$ cat src/rspf_pkg.sv
// Operation
// - sample oscillator strap at reset rise, hold
// - strap low selects pierce/external clock
// - strap high selects colpitts oscillator
// - floating oscillator strap pulled up, colpitts
// - debug pin captured into high mode bit
// - mid strap pin captured into mid bit
// - mid strap pull-down only during reset
// - in expanded modes, tag-high low at bus clock fall tags high
// - fast debug port single-wire by default
// - link select high gives spi mode
// - spi mode clock comes from link select pin
// - serial out drives low in and after reset
// - free-cycle indicator marks unused bus cycles in expanded modes
// - reset pin bidirectional, internal reset drives low
// - expanded modes: ports a/b carry address/data
// - narrow modes multiplex data bytes on port a
// - low strap pin captured into low bit
`default_nettype none
package rspf_pkg;
  localparam logic rst_osc_type = 1'b1;
  localparam logic [2:0] rst_mode = 3'h0;
  // low bit of the mode code marks an expanded mode, bit 1 a wide bus
  localparam int mode_exp_bit = 0;
  localparam int mode_wide_bit = 1;
  localparam logic [7:0] rst_port = 8'h00;
  // cycles the serial output stays low after reset release
  localparam int so_hold_cycles = 2;
endpackage : rspf_pkg
`default_nettype wire

$ cat src/rspf_top.sv
`timescale 1ns/10ps
`default_nettype none
module rspf_top #(
  parameter int port_w = 8
) (
  // clock and reset
  input wire logic mclk_i,
  input wire logic rst_i,
  // reset pin, active low, bidirectional
  input wire logic reset_pin_n_i,
  input wire logic int_reset_req_i,
  output logic reset_pin_n_o,
  output logic reset_pin_oe_o,
  // straps
  input wire logic osc_type_strap_i,
  input wire logic osc_type_strap_float_i,
  input wire logic debug_strap_pin_i,
  input wire logic mode_select_mid_i,
  input wire logic mode_select_low_i,
  output logic mode_select_mid_pd_en_o,
  output logic osc_colpitts_o,
  output logic osc_pierce_o,
  output logic [2:0] mode_o,
  // debug port
  input wire logic debug_link_select_i,
  input wire logic debug_sdo_i,
  output logic debug_spi_mode_o,
  output logic debug_serial_clock_o,
  output logic debug_so_o,
  // bus cycle control
  input wire logic bus_clock_out_i,
  input wire logic tag_enable_i,
  input wire logic tag_high_input_i,
  input wire logic free_cycle_en_i,
  input wire logic cpu_bus_idle_i,
  output logic tag_high_o,
  output logic free_cycle_indicator_o,
  // ports a/b
  input wire logic [port_w-1:0] addr_hi_i,
  input wire logic [port_w-1:0] addr_lo_i,
  input wire logic [port_w-1:0] data_hi_i,
  input wire logic [port_w-1:0] data_lo_i,
  input wire logic addr_phase_i,
  input wire logic narrow_hi_phase_i,
  input wire logic bus_write_i,
  input wire logic [port_w-1:0] gpio_a_i,
  input wire logic [port_w-1:0] gpio_b_i,
  input wire logic [port_w-1:0] gpio_a_oe_i,
  input wire logic [port_w-1:0] gpio_b_oe_i,
  output logic [port_w-1:0] port_a_o,
  output logic [port_w-1:0] port_b_o,
  output logic [port_w-1:0] port_a_oe_o,
  output logic [port_w-1:0] port_b_oe_o
);
  logic in_reset;
  logic rst_rise;
  logic rst_seen_q;
  logic osc_strap;
  logic osc_q;
  logic [2:0] mode_q;
  logic [1:0] so_cnt_q;
  logic bus_clock_out_prev_q;
  logic bus_clock_out_fall;
  logic expanded;
  logic wide;
  logic [port_w-1:0] a_bus_val;
  logic [port_w-1:0] b_bus_val;
  logic [port_w-1:0] a_val;
  logic [port_w-1:0] b_val;
  logic [port_w-1:0] a_oe;
  logic [port_w-1:0] b_oe;

  // internal reset also pulls the shared pin low
  assign in_reset = ~reset_pin_n_i | int_reset_req_i;
  assign rst_rise = rst_seen_q & ~in_reset;
  assign osc_strap = osc_type_strap_float_i ? 1'b1 : osc_type_strap_i;
  assign bus_clock_out_fall = bus_clock_out_prev_q & ~bus_clock_out_i;
  assign expanded = mode_q[rspf_pkg::mode_exp_bit];
  assign wide = mode_q[rspf_pkg::mode_wide_bit];
  // address phase drives both bytes; narrow data phase muxes hi/lo bytes on port a
  assign a_bus_val = addr_phase_i ? addr_hi_i :
                     (!wide && !narrow_hi_phase_i) ? data_lo_i : data_hi_i;
  assign b_bus_val = addr_phase_i ? addr_lo_i : data_lo_i;

  // one mux slice per pad, so a wider port only changes port_w
  for (genvar i = 0; i < port_w; i++)
  begin : g_pad
    assign a_val[i] = expanded ? a_bus_val[i] : gpio_a_i[i];
    assign b_val[i] = expanded ? b_bus_val[i] : gpio_b_i[i];
    assign a_oe[i] = expanded ? (addr_phase_i | bus_write_i) : gpio_a_oe_i[i];
    // narrow mode leaves port b to address only
    assign b_oe[i] = expanded ? (addr_phase_i | (bus_write_i & wide)) : gpio_b_oe_i[i];
  end

  // remembers that the last cycle was still in reset, to find the release edge
  always_ff @(posedge mclk_i or posedge rst_i)
  begin
    if (rst_i)
    begin
      rst_seen_q <= 1'b1;
    end
    else
    begin
      rst_seen_q <= in_reset;
    end
  end

  always_ff @(posedge mclk_i or posedge rst_i)
  begin
    if (rst_i)
    begin
      osc_q <= rspf_pkg::rst_osc_type;
      mode_q <= rspf_pkg::rst_mode;
    end
    else
    begin
      // straps only move on reset release, then stay put
      if (rst_rise)
      begin
        osc_q <= osc_strap;
        mode_q <= {debug_strap_pin_i, mode_select_mid_i, mode_select_low_i};
      end
    end
  end

  // counts the cycles the serial output is held low after release
  always_ff @(posedge mclk_i or posedge rst_i)
  begin
    if (rst_i)
    begin
      so_cnt_q <= 2'(rspf_pkg::so_hold_cycles);
    end
    else
    begin
      if (in_reset)
        so_cnt_q <= 2'(rspf_pkg::so_hold_cycles);
      else if (so_cnt_q != 2'h0)
        so_cnt_q <= so_cnt_q - 2'h1;
    end
  end

  always_ff @(posedge mclk_i or posedge rst_i)
  begin
    if (rst_i)
    begin
      debug_so_o <= 1'b0;
    end
    else
    begin
      debug_so_o <= (in_reset || so_cnt_q != 2'h0) ? 1'b0 : debug_sdo_i;
    end
  end

  // open-drain style: the pin is only ever pulled low, never driven high
  always_ff @(posedge mclk_i or posedge rst_i)
  begin
    if (rst_i)
    begin
      reset_pin_n_o <= 1'b0;
      reset_pin_oe_o <= 1'b0;
    end
    else
    begin
      reset_pin_n_o <= 1'b0;
      reset_pin_oe_o <= int_reset_req_i;
    end
  end

  always_ff @(posedge mclk_i or posedge rst_i)
  begin
    if (rst_i)
    begin
      mode_select_mid_pd_en_o <= 1'b1;
    end
    else
    begin
      mode_select_mid_pd_en_o <= in_reset;
    end
  end

  always_ff @(posedge mclk_i or posedge rst_i)
  begin
    if (rst_i)
    begin
      osc_colpitts_o <= rspf_pkg::rst_osc_type;
      osc_pierce_o <= ~rspf_pkg::rst_osc_type;
    end
    else
    begin
      osc_colpitts_o <= osc_q;
      osc_pierce_o <= ~osc_q;
    end
  end

  always_ff @(posedge mclk_i or posedge rst_i)
  begin
    if (rst_i)
    begin
      mode_o <= rspf_pkg::rst_mode;
    end
    else
    begin
      mode_o <= mode_q;
    end
  end

  // pin pull-down keeps this low unless driven, giving single-wire
  always_ff @(posedge mclk_i or posedge rst_i)
  begin
    if (rst_i)
    begin
      debug_spi_mode_o <= 1'b0;
      debug_serial_clock_o <= 1'b0;
    end
    else
    begin
      debug_spi_mode_o <= debug_link_select_i;
      debug_serial_clock_o <= debug_link_select_i;
    end
  end

  // the bus clock is sampled, so its edges are seen one system cycle late
  always_ff @(posedge mclk_i or posedge rst_i)
  begin
    if (rst_i)
    begin
      bus_clock_out_prev_q <= 1'b0;
    end
    else
    begin
      bus_clock_out_prev_q <= bus_clock_out_i;
    end
  end

  always_ff @(posedge mclk_i or posedge rst_i)
  begin
    if (rst_i)
    begin
      tag_high_o <= 1'b0;
    end
    else
    begin
      if (bus_clock_out_fall)
        tag_high_o <= expanded & tag_enable_i & ~tag_high_input_i;
    end
  end

  always_ff @(posedge mclk_i or posedge rst_i)
  begin
    if (rst_i)
    begin
      free_cycle_indicator_o <= 1'b0;
    end
    else
    begin
      free_cycle_indicator_o <= expanded & free_cycle_en_i & cpu_bus_idle_i;
    end
  end

  always_ff @(posedge mclk_i or posedge rst_i)
  begin
    if (rst_i)
    begin
      port_a_o <= port_w'(rspf_pkg::rst_port);
    end
    else
    begin
      port_a_o <= a_val;
    end
  end

  always_ff @(posedge mclk_i or posedge rst_i)
  begin
    if (rst_i)
    begin
      port_b_o <= port_w'(rspf_pkg::rst_port);
    end
    else
    begin
      port_b_o <= b_val;
    end
  end

  // pads start as inputs so nothing fights the board before the mode is known
  always_ff @(posedge mclk_i or posedge rst_i)
  begin
    if (rst_i)
    begin
      port_a_oe_o <= port_w'(rspf_pkg::rst_port);
    end
    else
    begin
      port_a_oe_o <= a_oe;
    end
  end

  always_ff @(posedge mclk_i or posedge rst_i)
  begin
    if (rst_i)
    begin
      port_b_oe_o <= port_w'(rspf_pkg::rst_port);
    end
    else
    begin
      port_b_oe_o <= b_oe;
    end
  end
endmodule : rspf_top
`default_nettype wire

$ cat config.mk
export PLATFORM = sky130hd
export DESIGN_NAME = rspf_top
export DESIGN_NICKNAME = d
export VERILOG_FILES = /design/src/rspf_pkg.sv /design/src/rspf_top.sv
export SDC_FILE = /design/constraint.sdc
export NUM_CORES = 1
export LEC_CHECK = 0
export BUFFER_PORTS_ARGS = -buffer_cell sky130_fd_sc_hd__buf_2
export CORE_MARGIN = 1
export CORE_UTILIZATION = 43
export CTS_CLUSTER_SIZE = 16
export DETAILED_ROUTE_END_ITERATION = 16
export HOLD_SLACK_MARGIN = 0.03
export PLACE_DENSITY = 0.83
export SLEW_MARGIN = 10
export SYNTH_ARGS = -nofsm -noshare
export SYNTH_HDL_FRONTEND = slang
export SYNTH_SLANG_ARGS = --single-unit
$ cat constraint.sdc
create_clock -name mclk_i -period 1.8 [get_ports mclk_i]
set_input_delay 0.09 -clock mclk_i [delete_from_list [all_inputs] [get_ports mclk_i]]
set_output_delay 0.09 -clock mclk_i [all_outputs]
set_load 0.03 [all_outputs]
# --- Word level (Yosys, flattened, before mapping) ---
# Cells that the tools add are included.
word_totals:
  regBits: 50
  in_bits: 83
classes:
  reduce_logical: 6
  addsub: 1
  n_bitwise: 15
  n_mux: 39
ops:
  columns: ["cell", "n"]
  rows:
  - ["two-way mux 1 bit", 34]
  - ["two-way mux 8 bit", 3]
  - ["AND 1 bit", 7]
  - ["NOT 1 bit", 5]
  - ["two-way mux 2 bit", 2]
  - ["nonzero test 2 bit", 2]
  - ["OR 1 bit", 3]
  - ["zero test 1 bit", 2]
  - ["subtractor 2 x 1 -> 2 bit (second input constant)", 1]
  - ["logical AND 1 bit", 1]
  - ["logical OR 1 bit", 1]

# --- Longest topological paths before layout ---
depth:
  depth_word: 5
  ltp_mapped: 5

# --- Worst setup path before layout ---
# Ideal clock, no wire load.
synth_path:
  path_kind: "reg-to-reg"
  start: "register mode_select_mid_pd_en_o (netlist name)"
  end: "register mode_q[0]"
  required_ns: 1.675
  period_less_slack_ns: 1.197
  stages_incl_launch_ff: 3
  path_buffers: 0
  slack_ns: 0.603
  t_arrival_ns: 1.073
  cell_sequence: "dfstp_2 > nand3b_1 > mux2_2"
synth_rtl:
  columns: ["element", "line", "rtl"]
  rows:
  - ["end signal, assigned", "rspf_top.sv:113", "mode_q <= rspf_pkg::rst_mode;"]
  - ["end signal, assigned", "rspf_top.sv:121", "mode_q <= {debug_strap_pin_i, mode_select_mid_i, mode_select_low_i};"]
  - ["end, declared", "rspf_top.sv:60", "logic [2:0] mode_q;"]

# --- Worst setup path after layout ---
layout_path:
  start: "register mode_q[0]"
  end: "register tag_high_o"
layout_between:
  elab_chain_cells: 2
layout_rtl:
  columns: ["element", "line", "rtl"]
  rows:
  - ["AND 1 bit (2 in a row)", "rspf_top.sv:244", "tag_high_o <= expanded & tag_enable_i & ~tag_high_input_i;"]
  - ["end signal, assigned", "rspf_top.sv:244", null]
  - ["end, declared", "rspf_top.sv:36", "output logic tag_high_o,"]
# Every way passes these cells.
# A chain may end at the register's enable or synchronous reset.

==> flow_summary.yaml <==
hold_path:
  hold_depth: 3
  min_path_type: "in -> reg"
final_layout:
  area_delta_synth_final_pct: 51.8
  drive_gt1_share_pct: 46.6
  n_antenna_cell: 0
  n_fill_cell: 352
  fin_cells: 406
  final_cell_area_sq_um: 3190
  final_nets: 422
grt:
  grt_pass1_vias: 1860
  grt_usage_pct: 21.5
  overflow: 0
  antenna_found_initial: 0
  grt_pass1_wl_mm: 8.35
  grt_max_degree: 31
logic_synthesis:
  netlist_instances: 177
  synth_edf_count: 0
  ys_types: 30
  ys.warnings.count: 0
  synth_common_cells: "dfrtp_1 (46), nor2_1 (25), mux2i_1 (16), o21ai_1 (16), inv_1 (13)"
  syn_area_sq_um: 2100
  seq_area_frac_synth_pct: 59.9
  netlist.area_leader.share_pct: 54.9
  ys_ff_latch: 50
  syn_area_per_cell_sq_um: 11.9
  synth.most_common_cell: "dfrtp_1"
  synth.area.top_cells: "dfrtp_1 (55%), mux2i_1 (7.6%), dfstp_2 (5.0%), nor2_1 (4.5%), o21ai_1 (3.8%)"
  syn_nets: 261
  synthArstFlopShare_pct: 100
  yosysTopAreaCell: "dfrtp_1"
  synthFlopType: "dfrtp_1"
floorplanning:
  start_util_pct: 44.4
  die_w_microns: 71.9
  ios: 128
  die_height_microns: 71.9
  fp.coreArea_sq_um: 4720
  rows: 25
  dieArea_sq_um: 5160
worst_setup_path:
  cp.arrival_ns: 1.88
  end_kind: "register"
  path_class: "reg -> reg"
  start_kind: "register"
  crit_fanout: 18
  worstPathRequired_ns: 2.04
  rr_worst_depth: 4
sta:
  setup-tns-final_ns: 0
  rsz0062_at_grt: "no"
  final.setup_skew_ns: 0.00398
  hold_viol: 0
  period_minus_slack_ns: 1.65
  finalSetupViolCount: 0
  final.period_utilization_pct: 91.5
  max_freq_mhz: 607
  slew_violations: 0
route:
  avgViaCountPerCell: 4.54
  drt_first_pass_iters: 11
  ant_nets: 0
  drc_errors: 1
  routed_wl_mm: 5.42
  vias: 1844
  drt_iter0_drc: 80
  wl_per_cell_microns: 13.3
pwr:
  power.total_mw: 3.02
  p_leak_nw: 1.66
  switching_share_pct: 34.8
  p_sw_mw: 1.05
  powerDensity_nw_per_um2: 949
  clockPowerShare_pct: 22.0
  p_seq_share_pct: 45.1
  vdd_ir_drop_max_v: 0.000411
  intPower_mw: 1.97
  combPwrFrac_pct: 32.9
placement:
  place_area_sq_um: 2750
  dp_hpwl_mm: 3.60
  portBuffers: 126
  dp.cells: 364
  routabilityCongestion: 0.824
clocking:
  cts_setup_buffers: 0
  clk_latency_ns: 0.29
  post_cts_resized: 0
  clockBufferDepth: 2
  ctsHtreeMaxLevel: 2
  cts_root_buffer: "clkbuf_8"
  path_clk_slew_ns: 0.09
  cts_sinks: 50
  cts_made_buffers: 5
  cts_tree: "built"
status:
  outcome: "finished with violations"
  violations: "DRC"
job:
  max-cap-violations: 0
metal layers:
layer / track usage (%) / vias up / part of all wire [%]
li1: - / 895 / -
met1: 25.1 / 863 / 40
met2: 40.0 / 79 / 54
met3: 2.67 / 7 / 5.0
met4: 8.06 / 0 / 0.94
met5: 0 / - / 0
worst max-delay path: stages (launching register included):
cell and delay, ns:
dfrtp_1 0.52, buf_4 0.27, nand2_1 0.07, o31ai_1 0.17, dlygate4sd3_1 0.56
final timing paths:
path	start	endpoint	slack, ns
max reg2reg	mode_q[0]	tag_high_o	0.15
min in group asynchronous	rst_i	debug_serial_clock_o	0.34
max in group asynchronous	rst_i	port_a_o[0]	0.94
min reg2reg	osc_q	osc_colpitts_o	0.37
max	mode_q[0]	tag_high_o	0.15
min	addr_hi_i[1]	port_a_o[1]	0.04
per-stage QoR:
step,util [%],worst slack (ns),hold slack (ns)
after global placement,58.2,0.579,0.122
after floorplan,-,0.515,0.121
after CTS,67.4,0.127,0.0303
after detailed placement,58.2,0.541,0.126
after global routing,67.4,0.0240,0.0441
final,67.4,0.153,0.0366
timing repair:
item,in CTS,in global routing
setup endpoints to repair,0,0
hold buffers,34,0
hold endpoints to repair,48,0
kinds of logic (layout without fill, tap and decap cells):
logic type	count (synthesis)	in the layout	share of synthesized area, %
XOR/XNOR	1	1	0.417
buffers and inverters	22	184	6.98
multiplexers	20	20	9.78
AND/OR/NAND/NOR	47	47	12.3
flip-flops	50	50	59.9
adder cells (fa/ha/maj)	1	1	0.596
other	1	1	0.179
AO/OA/AOI/OAI	35	35	9.90
cell type report:
type	instances	area [sq um]	share of cell area, %
multi-input combinational	105	696	21.8
timing repair buffer	163	1010	31.6
clock inverter	2	12.5	0.393
tap	67	83.8	2.63
inverter	13	48.8	1.53
sequential	50	1260	39.4
clock buffer	6	82.6	2.59
power by group through the flow:
stage	clock (mW)	combinational, mW	sequential (mW)
after global routing	0.722	1.07	1.38
after floorplan	0	0.345	1.70
after global placement	0	0.919	1.38
final	0.665	0.995	1.36
after CTS	0.682	0.991	1.36
after detailed placement	0	0.931	1.38
cells in the final DEF (no fill, tap or decap), drive strengths merged:
cell and count:
conb 1, ha 1, and3 2, and2b 6, dfrtp 46, nor3 1
dlygate4sd3 34, nand2 4, dfstp 4, xor2 1, mux2i 16, and2 1
o21ai 16, o31ai 1, nand2b 1, a21oi 16, clkbuf 6, a31oi 1
or2b 1, clkinvlp 1, buf 129, nor2b 3, clkinv 1, a21o 1
nand3b 1, mux2 4, inv 13, nor2 27
sequential cells by signal, summed over array words and instances, names as in the netlist:
name,count
port_b_o,8
mode_q,3
osc_q,1
mode_o,3
port_a_oe_o,8
so_cnt_q,2
bus_clock_out_prev_q,1
free_cycle_indicator_o,1
debug_so_o,1
debug_serial_clock_o,1
osc_colpitts_o,1
reset_pin_oe_o,1
tag_high_o,1
mode_select_mid_pd_en_o,1
port_b_oe_o,8
osc_pierce_o,1
port_a_o,8
Power figures use the tool's default switching activity.
